### src/design/mpps_pkg.sv
// Shared constants and types for the multiphase pulse sequencer.
package mpps_pkg;

  // Channel count and clock rate.
  localparam int NCH     = 4;
  localparam int CLK_MHZ = 100;

  // Switching frequency default and derived period in system clocks.
  localparam int FSW_KHZ    = 250;
  localparam int PERIOD_CYC = (CLK_MHZ * 1000) / FSW_KHZ;

  // Start-up delay before pulses are released, in microseconds and cycles.
  localparam int SS_DELAY_US  = 200;
  localparam int SS_DELAY_CYC = SS_DELAY_US * CLK_MHZ;

  // Bit positions inside the synchronised pin vector.
  localparam int SY_LP    = 0;
  localparam int SY_FS    = 1;
  localparam int SY_SS    = 2;
  localparam int SY_PIN   = 3;
  localparam int SY_ENM   = 7;
  localparam int SY_ENT   = 8;
  localparam int SY_POR   = 9;
  localparam int SY_VC    = 10;
  localparam int SY_FLT   = 11;
  localparam int SY_STEP  = 12;
  localparam int SYNC_W   = 13;

  // Low-power decode of {frequency strap, soft-start strap}.
  localparam logic [1:0] LP_DROP1_UNC = 2'h0;
  localparam logic [1:0] LP_DROP2_UNC = 2'h1;
  localparam logic [1:0] LP_CI_DROP1  = 2'h2;
  localparam logic [1:0] LP_CI_KEEP2  = 2'h3;

  // Channel masks, bit 0 is channel 1.
  localparam logic [3:0] MASK_NONE = 4'h0;
  localparam logic [3:0] MASK_1    = 4'h1;
  localparam logic [3:0] MASK_12   = 4'h3;
  localparam logic [3:0] MASK_13   = 4'h5;
  localparam logic [3:0] MASK_123  = 4'h7;
  localparam logic [3:0] MASK_ALL  = 4'hF;

  // Sequencer states.
  typedef enum logic [2:0] {
    ST_OFF, ST_DELAY, ST_RUN, ST_SHED, ST_READD, ST_FAULT
  } mpps_state_type;

endpackage

### src/design/mpps_lane_if.sv
// Lane controls passed from the sequencer to the output stage.
`timescale 1ns/100ps
interface mpps_lane_if #(parameter int NCH = 4);
  logic           ce;
  logic [NCH-1:0] oe;
  logic [NCH-1:0] lvl;
  logic [NCH-1:0] park;
  modport seq (output ce, oe, lvl, park);
  modport drv (input ce, oe, lvl, park);
endinterface

### src/design/mpps_top.sv
// Phase sequencer: channel count, interleave timing, low-power drop and parking.
`timescale 1ns/100ps

// How it works
// With no phase pin strapped high and the low-power input high at configuration, the sequencer runs all four channels.
// Four channels fire in order 1-2-3-4, each a quarter period after the one before.
// Phase pin 4 strapped high gives three channels 1-2-3 spaced a third of a period.
// Phase pin 3 strapped high gives two channels, channel 2 half a period after channel 1.
// Phase pin 2 strapped high gives channel 1 alone with all other pins left undriven.
// Low-power input low at configuration gives channel 1 alone or channels 1 and 3 (1 and 2 with two channels strapped).
// The switching cycle is a fixed-length period counter shared by all channels.
// While low-power is asserted, the two straps choose one or two remaining phases.
// Releasing low-power restores all configured phases to normal operation.
// Dropped phases are parked mid-level if uncoupled and driven low if coupled.
// Leading and trailing edges move independently; steady state is trailing-edge.
// A load-step input turns all active phases on together.
// Outputs park at mid level in start-up delay, uncoupled phase shedding and faults.
// The two program straps feed the low-power phase-drop decode.
// Re-added phases wait for the period boundary so spacing is rebuilt evenly.
// Phase and low-power straps are sampled once at configuration and strapped pins are never driven.
module mpps_top #(
  parameter int P_PERIOD   = mpps_pkg::PERIOD_CYC,
  parameter int P_SS_DELAY = mpps_pkg::SS_DELAY_CYC,
  parameter int P_CW       = 16
) (
  // Clock, reset and enable.
  input  wire logic            i_sys_clk,
  input  wire logic            i_rst,
  input  wire logic            i_clk_en,
  // Pins sampled through synchronisers.
  input  wire logic            i_low_power_request_n,
  input  wire logic            i_freq_program_strap,
  input  wire logic            i_ss_program_strap,
  input  wire logic [3:0]      i_phase_pin,
  input  wire logic            i_enable_main_rail,
  input  wire logic            i_enable_term_rail,
  input  wire logic            i_por_ok,
  input  wire logic            i_vcode_valid,
  input  wire logic            i_fault,
  input  wire logic            i_load_step,
  // Modulator edges from same-clock loop logic.
  input  wire logic [P_CW-1:0] i_duty,
  input  wire logic [P_CW-1:0] i_lead,
  // Phase pins and status.
  output logic      [3:0]      o_phase_out,
  output logic      [3:0]      o_phase_oe,
  output logic      [3:0]      o_phase_park,
  output logic      [3:0]      o_active_mask
);

  localparam logic [P_CW-1:0] PER   = P_CW'(P_PERIOD);
  localparam logic [P_CW-1:0] LAST  = P_CW'(P_PERIOD - 1);
  localparam logic [P_CW-1:0] SLOT2 = P_CW'(P_PERIOD / 2);
  localparam logic [P_CW-1:0] SLOT3 = P_CW'(P_PERIOD / 3);
  localparam logic [P_CW-1:0] SLOT4 = P_CW'(P_PERIOD / 4);
  localparam logic [31:0]     DLAST = 32'(P_SS_DELAY - 1);

  logic [mpps_pkg::SYNC_W-1:0] s;
  mpps_pkg::mpps_state_type    st_q;
  logic [31:0]                 dly_q;
  logic [P_CW-1:0]             cnt_q;
  logic [3:0]                  strap_q;
  logic                        lp_strap_q;
  logic [3:0]                  cfg_mask_q;
  logic [3:0]                  run_mask_q;
  logic                        op_w;
  logic                        wrap;
  logic [1:0]                  code_w;
  logic [3:0]                  cfg_w;
  logic [3:0]                  shed_w;
  logic [3:0]                  pair_w;
  logic [P_CW-1:0]             slot_w;
  logic [P_CW-1:0]             off_w [4];
  logic [3:0]                  pulse_w;
  logic [3:0]                  oe_w;
  logic [3:0]                  lvl_w;
  logic [3:0]                  park_w;

  mpps_lane_if #(.NCH(4)) lane ();

  // Count of set bits in a channel mask.
  function automatic logic [2:0] popc(input logic [3:0] m);
    popc = 3'h0;
    for (int k = 0; k < 4; k++) begin
      popc = popc + {2'h0, m[k]};
    end
  endfunction

  // Every pin level passes two flip-flops before use.
  mpps_sync #(.W(mpps_pkg::SYNC_W)) u_sync (
    .i_sys_clk (i_sys_clk),
    .i_rst     (i_rst),
    .i_clk_en  (i_clk_en),
    .i_d       ({i_load_step, i_fault, i_vcode_valid, i_por_ok, i_enable_term_rail,
                 i_enable_main_rail, i_phase_pin, i_ss_program_strap,
                 i_freq_program_strap, i_low_power_request_n}),
    .o_q       (s)
  );

  // Operational means supply good, both enables high and a valid voltage code.
  assign op_w   = s[mpps_pkg::SY_ENM] & s[mpps_pkg::SY_ENT] & s[mpps_pkg::SY_POR]
                & s[mpps_pkg::SY_VC];
  assign code_w = {s[mpps_pkg::SY_FS], s[mpps_pkg::SY_SS]};
  assign wrap   = (cnt_q == LAST);

  // Channel count from the phase straps and the low-power strap.
  always_comb begin
    logic [3:0] base;
    base = mpps_pkg::MASK_ALL;
    if (strap_q[1]) begin
      base = mpps_pkg::MASK_1;
    end else if (strap_q[2]) begin
      base = mpps_pkg::MASK_12;
    end else if (strap_q[3]) begin
      base = mpps_pkg::MASK_123;
    end
    pair_w = base[2] ? mpps_pkg::MASK_13 : (base & mpps_pkg::MASK_12);
    cfg_w  = base;
    if (lp_strap_q) begin
      cfg_w = code_w[0] ? pair_w : mpps_pkg::MASK_1;
    end
  end

  // Phases kept while low-power is asserted.
  always_comb begin
    unique case (code_w)
      mpps_pkg::LP_DROP1_UNC: shed_w = mpps_pkg::MASK_1;
      mpps_pkg::LP_DROP2_UNC: shed_w = pair_w & cfg_mask_q;
      mpps_pkg::LP_CI_DROP1:  shed_w = mpps_pkg::MASK_1;
      mpps_pkg::LP_CI_KEEP2:  shed_w = pair_w & cfg_mask_q;
    endcase
  end

  // Straps are caught once, on leaving the off state.
  always_ff @(posedge i_sys_clk) begin
    if (i_rst) begin
      strap_q    <= 4'h0;
      lp_strap_q <= 1'b0;
      cfg_mask_q <= mpps_pkg::MASK_NONE;
    end else if (i_clk_en && st_q == mpps_pkg::ST_OFF) begin
      strap_q    <= s[mpps_pkg::SY_PIN +: 4];
      lp_strap_q <= ~s[mpps_pkg::SY_LP];
      cfg_mask_q <= cfg_w;
    end
  end

  // Sequencer: loss of operation wins, then faults, then low-power changes.
  always_ff @(posedge i_sys_clk) begin
    if (i_rst) begin
      st_q <= mpps_pkg::ST_OFF;
    end else if (i_clk_en) begin
      if (!op_w) begin
        st_q <= mpps_pkg::ST_OFF;
      end else begin
        unique case (st_q)
          mpps_pkg::ST_OFF: st_q <= mpps_pkg::ST_DELAY;
          mpps_pkg::ST_DELAY: begin
            if (s[mpps_pkg::SY_FLT]) begin
              st_q <= mpps_pkg::ST_FAULT;
            end else if (dly_q == DLAST) begin
              st_q <= mpps_pkg::ST_RUN;
            end
          end
          mpps_pkg::ST_RUN: begin
            if (s[mpps_pkg::SY_FLT]) begin
              st_q <= mpps_pkg::ST_FAULT;
            end else if (!s[mpps_pkg::SY_LP] && !lp_strap_q) begin
              st_q <= mpps_pkg::ST_SHED;
            end
          end
          mpps_pkg::ST_SHED: begin
            if (s[mpps_pkg::SY_FLT]) begin
              st_q <= mpps_pkg::ST_FAULT;
            end else if (s[mpps_pkg::SY_LP]) begin
              st_q <= mpps_pkg::ST_READD;
            end
          end
          mpps_pkg::ST_READD: begin
            if (s[mpps_pkg::SY_FLT]) begin
              st_q <= mpps_pkg::ST_FAULT;
            end else if (wrap) begin
              st_q <= mpps_pkg::ST_RUN;
            end
          end
          mpps_pkg::ST_FAULT: st_q <= mpps_pkg::ST_FAULT;
        endcase
      end
    end
  end

  // Start-up delay counter.
  always_ff @(posedge i_sys_clk) begin
    if (i_rst) begin
      dly_q <= 32'h0;
    end else if (i_clk_en) begin
      dly_q <= (st_q == mpps_pkg::ST_DELAY) ? dly_q + 32'h1 : 32'h0;
    end
  end

  // Fixed-length switching period; channels take their timing from it.
  always_ff @(posedge i_sys_clk) begin
    if (i_rst) begin
      cnt_q <= '0;
    end else if (i_clk_en) begin
      if (st_q == mpps_pkg::ST_OFF || wrap) begin
        cnt_q <= '0;
      end else begin
        cnt_q <= cnt_q + P_CW'(1);
      end
    end
  end

  // Active set: drops at once, comes back at a period boundary when re-added, at once on a fault.
  always_ff @(posedge i_sys_clk) begin
    if (i_rst) begin
      run_mask_q <= mpps_pkg::MASK_NONE;
    end else if (i_clk_en) begin
      unique case (st_q)
        mpps_pkg::ST_OFF:   run_mask_q <= mpps_pkg::MASK_NONE;
        mpps_pkg::ST_SHED:  run_mask_q <= shed_w;
        mpps_pkg::ST_READD: run_mask_q <= wrap ? cfg_mask_q : run_mask_q;
        default:            run_mask_q <= cfg_mask_q;
      endcase
    end
  end

  // Slot spacing from the number of active channels.
  always_comb begin
    unique case (popc(run_mask_q))
      3'h2:    slot_w = SLOT2;
      3'h3:    slot_w = SLOT3;
      3'h4:    slot_w = SLOT4;
      default: slot_w = '0;
    endcase
  end

  // Per channel: offset by rank, then a dual-edge window around it.
  for (genvar i = 0; i < 4; i++) begin : g_ch
    logic [P_CW-1:0] rel;
    assign off_w[i] = P_CW'(P_CW'(popc(run_mask_q & ((4'h1 << i) - 4'h1))) * slot_w);
    assign rel = (cnt_q >= off_w[i]) ? cnt_q - off_w[i]
               : P_CW'({1'b0, cnt_q} + {1'b0, PER} - {1'b0, off_w[i]});
    // Trailing edge set by duty, leading edge pulled early by lead.
    assign pulse_w[i] = run_mask_q[i] & ((rel < i_duty) | (rel >= PER - i_lead)
                      | s[mpps_pkg::SY_STEP]);
  end

  // Lane requests: park, drive low or pulse, never on a strapped pin.
  always_comb begin
    oe_w   = 4'h0;
    lvl_w  = 4'h0;
    park_w = 4'h0;
    unique case (st_q)
      mpps_pkg::ST_OFF: park_w = 4'h0;
      mpps_pkg::ST_DELAY, mpps_pkg::ST_FAULT: park_w = cfg_mask_q;
      default: begin
        oe_w  = cfg_mask_q;
        lvl_w = pulse_w;
        if (!code_w[1] || lp_strap_q) begin
          park_w = cfg_mask_q & ~run_mask_q;
        end
      end
    endcase
  end

  assign lane.ce   = i_clk_en;
  assign lane.oe   = oe_w;
  assign lane.lvl  = lvl_w;
  assign lane.park = park_w;

  mpps_drv #(.NCH(4)) u_drv (
    .i_sys_clk (i_sys_clk),
    .i_rst     (i_rst),
    .lane      (lane.drv),
    .o_out     (o_phase_out),
    .o_oe      (o_phase_oe),
    .o_park    (o_phase_park)
  );

  // Status copy of the active set.
  always_ff @(posedge i_sys_clk) begin
    if (i_rst) begin
      o_active_mask <= 4'h0;
    end else if (i_clk_en) begin
      o_active_mask <= run_mask_q;
    end
  end
endmodule

### src/design/mpps_sync.sv
// Two-stage synchroniser for asynchronous pin levels.
`timescale 1ns/100ps
module mpps_sync #(
  parameter int W = 1
) (
  // Clock, reset and enable.
  input  wire logic         i_sys_clk,
  input  wire logic         i_rst,
  input  wire logic         i_clk_en,
  // Asynchronous levels in, synchronised levels out.
  input  wire logic [W-1:0] i_d,
  output logic      [W-1:0] o_q
);

  logic [W-1:0] meta_q;

  // The first stage feeds only the second stage.
  always_ff @(posedge i_sys_clk) begin
    if (i_rst) begin
      meta_q <= '0;
      o_q    <= '0;
    end else if (i_clk_en) begin
      meta_q <= i_d;
      o_q    <= meta_q;
    end
  end

endmodule

### src/design/mpps_drv.sv
// Registered output stage for each phase pin.
`timescale 1ns/100ps
module mpps_drv #(
  parameter int NCH = 4
) (
  // Clock and reset.
  input  wire logic           i_sys_clk,
  input  wire logic           i_rst,
  // Lane controls from the sequencer.
  mpps_lane_if.drv            lane,
  // Pin controls.
  output logic      [NCH-1:0] o_out,
  output logic      [NCH-1:0] o_oe,
  output logic      [NCH-1:0] o_park
);

  // Parking wins over driving so a lane never fights the mid-level bias.
  for (genvar i = 0; i < NCH; i++) begin : g_lane
    always_ff @(posedge i_sys_clk) begin
      if (i_rst) begin
        o_out[i]  <= 1'b0;
        o_oe[i]   <= 1'b0;
        o_park[i] <= 1'b0;
      end else if (lane.ce) begin
        o_park[i] <= lane.park[i];
        o_oe[i]   <= lane.oe[i] & ~lane.park[i];
        o_out[i]  <= lane.lvl[i] & lane.oe[i] & ~lane.park[i];
      end
    end
  end

endmodule

### config.mk
export PLATFORM = sky130hd
export DESIGN_NAME = mpps_top
export DESIGN_NICKNAME = d
export VERILOG_FILES = /design/src/design/mpps_pkg.sv /design/src/design/mpps_lane_if.sv /design/src/design/mpps_top.sv /design/src/design/mpps_sync.sv /design/src/design/mpps_drv.sv
export SDC_FILE = /design/constraint.sdc
export NUM_CORES = 1
export LEC_CHECK = 0
export BUFFER_PORTS_ARGS = -buffer_cell sky130_fd_sc_hd__buf_4
export CORE_ASPECT_RATIO = 0.5
export CORE_MARGIN = 2
export CORE_UTILIZATION = 57
export DETAILED_ROUTE_END_ITERATION = 8
export GPL_TIMING_DRIVEN = 0
export PLACE_DENSITY = 0.75
export SYNTH_ARGS = -nofsm -noshare
export SYNTH_HDL_FRONTEND = slang
export SYNTH_SLANG_ARGS = --single-unit
### constraint.sdc
create_clock -name i_sys_clk -period 7.7 [get_ports i_sys_clk]
set_input_delay 1.54 -clock i_sys_clk [delete_from_list [all_inputs] [get_ports i_sys_clk]]
set_output_delay 1.54 -clock i_sys_clk [all_outputs]
set_load 0.01 [all_outputs]
==> out/metrics.cfg <==
[outcome]
status = finished, final reports clean

[pwr]
sw_frac_of_total = 0.272
p_seq_frac = 0.450
total_power_uw = 1230
p_sw_uw = 334
p_leak_uw = 0.00566
vdd_drop_max_uv = 157
intPower_uw = 894
clkPwrFrac = 0.391
pwr-share-comb = 0.159
power_density_nw_per_um2 = 98.4

[global_routing]
grt_max_degree = 18
grt_pass1_wl_mm = 53.8
grt_overflow = 0
track_usage = 0.331
antenna_found_initial = 0
grt_pass1_vias = 10200

[timing]
finalCritPeriodShare = 0.961
final_hold_viol_count = 0
slew_viol_final = 0
finalSetupViolCount = 0
fmax_mhz = 135
tightest_slew_ps = 842
fin_skew_ps = 17.5
relSlewSlack = 0.432
fin_crit_ps = 7400

[hold_path]
hold_depth = 2
hp-class = flop to flop

[synth]
ys_warn_count = 0
netlist.top_cell.by_area = ha_1
async_flop_share = 0
ys_dominant_reg_cell = dfxtp_1
syn_nets = 1643
synth_edf_count = 0
synthesis.area_um2 = 11100
syn_inst = 1396
synth_area_leaders = ha_1, dfxtp_1, nor2_1, a21oi_1, xnor2_1
yosysSeqAreaShare = 0.186
ys_types = 82
synth_top_area_frac = 0.217
yosys_register_bits = 103
avgSynthCellArea_um2 = 7.93

[critical_path]
cp_top_family = compound AO/OA/AOI/OAI gates
crit_top_cell = a21oi_2
slowest_delay_ps = 550
rr_worst_depth = 36
cp-start-kind = flop
arrival_ps = 7650
end_kind = flop
critPathBufInv = 7
path_depth = 36
path_class = flop to flop
cp_data_required_time_ps = 7950
path_max_fanout = 10
critPathSlowestCell = fa_2

[clocking]
cts_buffers = 9
cts_buffer_depth = 2
clkSinkCount = 103
cts-hold-fix-buffers = 0
clkTransAtPathRegs_ps = 70
clockRootBuffer = clkbuf_16
clock_latency_ps = 350
cts_tree = built
htreeDepth = 3

[floorplan]
io_pins = 64
coreArea_um2 = 18700
die_h_um = 103
start_util = 0.592
dieArea_um2 = 20600
die_x_um = 201
row_count = 35

[detailed_routing]
drt_wl_total_mm = 33.9
vias = 10700
routedWlPerCell_um = 19.5
dr.pass1.iters = 5
final_antenna_net_count = 0
drt_first_iter_violations = 914
drc = 0
avgViaCountPerCell = 6.16

[layout]
antenna_cells = 0
area_growth_pct = 12.7
fin_nets = 1721
layoutNonFillerInstCount = 1738
layout_commonest_cell = ha_1
drive_gt1_frac = 0.107
mostFrequentLayoutCells = ha_1, nor2_1, nand2_1, dfxtp_1, a21oi_1

[placement]
dp_hpwl_mm = 27.4
place_inst = 1716
portBuffers = 61
place_congestion = 0.993

[run]
drv_cap = 0

per-stage QoR:
stage / utilization / hold slack (ps) / setup TNS (ps) / setup WS (ps) / instance area, um2
global route: 0.668 / 492 / -6.49 / -6.49 / 12500
floorplan: - / 452 / 0 / 413 / 11100
detailed placement: 0.634 / 460 / -1730 / -1550 / 11900
finish: 0.668 / 476 / 0 / 302 / 12500
global placement: 0.634 / 459 / -1430 / -1340 / 11900
CTS: 0.659 / 471 / 0 / 5.28 / 12300
synth_stat cells, drive strengths merged (4+ instances only):
master and n:
dfxtp 103, nor4bb 4, or3 18, a21o 36
a21oi 110, o21a 15, maj3 4, a31oi 14
o41ai 5, and4 6, nor3 21, a311oi 5
xor2 53, buf 13, o21ai 81, and2 10
nand4 27, o31ai 6, a211oi 15, nor2b 18
nand2b 17, mux2i 37, nand2 106, inv 74
o2111ai 6, fa 7, nor3b 6, a41oi 5
xnor2 59, ha 192, and3 11, clkbuf 32
a2111oi 12, or2 6, nor2 155, o21bai 10
nand3 39, o211ai 4, nor4 12
kinds of logic (layout without fill, tap and decap cells):
family                     after synthesis  count (layout)  share of synthesized area
AOI/OAI and AO/OA                      355             355                      0.213
xor gates and xnor gates               112             112                     0.0886
adders and majority gates              203             203                      0.233
buffers and inverters                  120             203                     0.0417
DFF                                    103             103                      0.186
muxes                                   38              38                     0.0345
and+or+nand+nor                        465             465                      0.203
power by group through the flow:
| stage | Combinational [uW] | Sequential (uW) | Clock (uW) |
|---|---|---|---|
| after floorplan | 119 | 562 | 0 |
| after global placement | 180 | 565 | 0 |
| after detailed placement | 187 | 565 | 0 |
| after CTS | 191 | 553 | 486 |
| after global routing | 217 | 554 | 511 |
| final | 195 | 553 | 480 |
state kept, by name, indices dropped and copies added (netlist names):
register,cells
u_drv.o_park,4
u_drv.o_out,4
strap_q,3
cfg_mask_q,4
st_q,3
u_drv.o_oe,4
o_active_mask,4
dly_q,32
cnt_q,16
u_sync.meta_q,12
run_mask_q,4
u_sync.o_q,12
lp_strap_q,1
worst reg2reg max path, delay by kind of cell, from the launching register on:
family	cells	cell delay, ps
buffers and inverters	7	850
adder cells (fa/ha/maj)	8	2670
flip-flops	1	330
AND/OR/NAND/NOR	6	770
AO/OA/AOI/OAI	15	2720
path summary, 6_finish.rpt:
kind	from	endpoint	slack [ps]
setup / recovery	run_mask_q[0]$_SDFFE_PP0P_	u_drv.o_out[3]$_SDFFE_PP0P_	300
setup reg to reg	run_mask_q[0]$_SDFFE_PP0P_	u_drv.o_out[3]$_SDFFE_PP0P_	300
hold reg to reg	u_drv.o_oe[3]$_SDFFE_PP0P_	u_drv.o_oe[3]$_SDFFE_PP0P_	480
hold / removal	u_drv.o_oe[3]$_SDFFE_PP0P_	u_drv.o_oe[3]$_SDFFE_PP0P_	480
final cells by class:
type / count / area, um2
inverters: 75 / 282
multi-input cells: 1173 / 8770
well taps: 259 / 324
fillers: 1638 / 6220
clock buffers: 11 / 253
plain buffers: 43 / 194
repair buffers: 69 / 531
clock inverters: 5 / 61.3
flip-flops and latches: 103 / 2070
routing by layer:
metal | share of wire | global-route usage
met1 | 0.47 | 0.453
met2 | 0.42 | 0.526
met3 | 0.092 | 0.0825
met4 | 0.020 | 0.0843
met5 | 0 | 0
timing repair:
| action | in CTS | in global routing |
|---|---|---|
| buffers inserted | 3 | 5 |
| pin swaps | 4 | 12 |
| setup endpoints to repair | 3 | 3 |
| endpoints found under the hold margin | 0 | 0 |
| resized for setup | 33 | 32 |
Power figures use the tool's default switching activity.
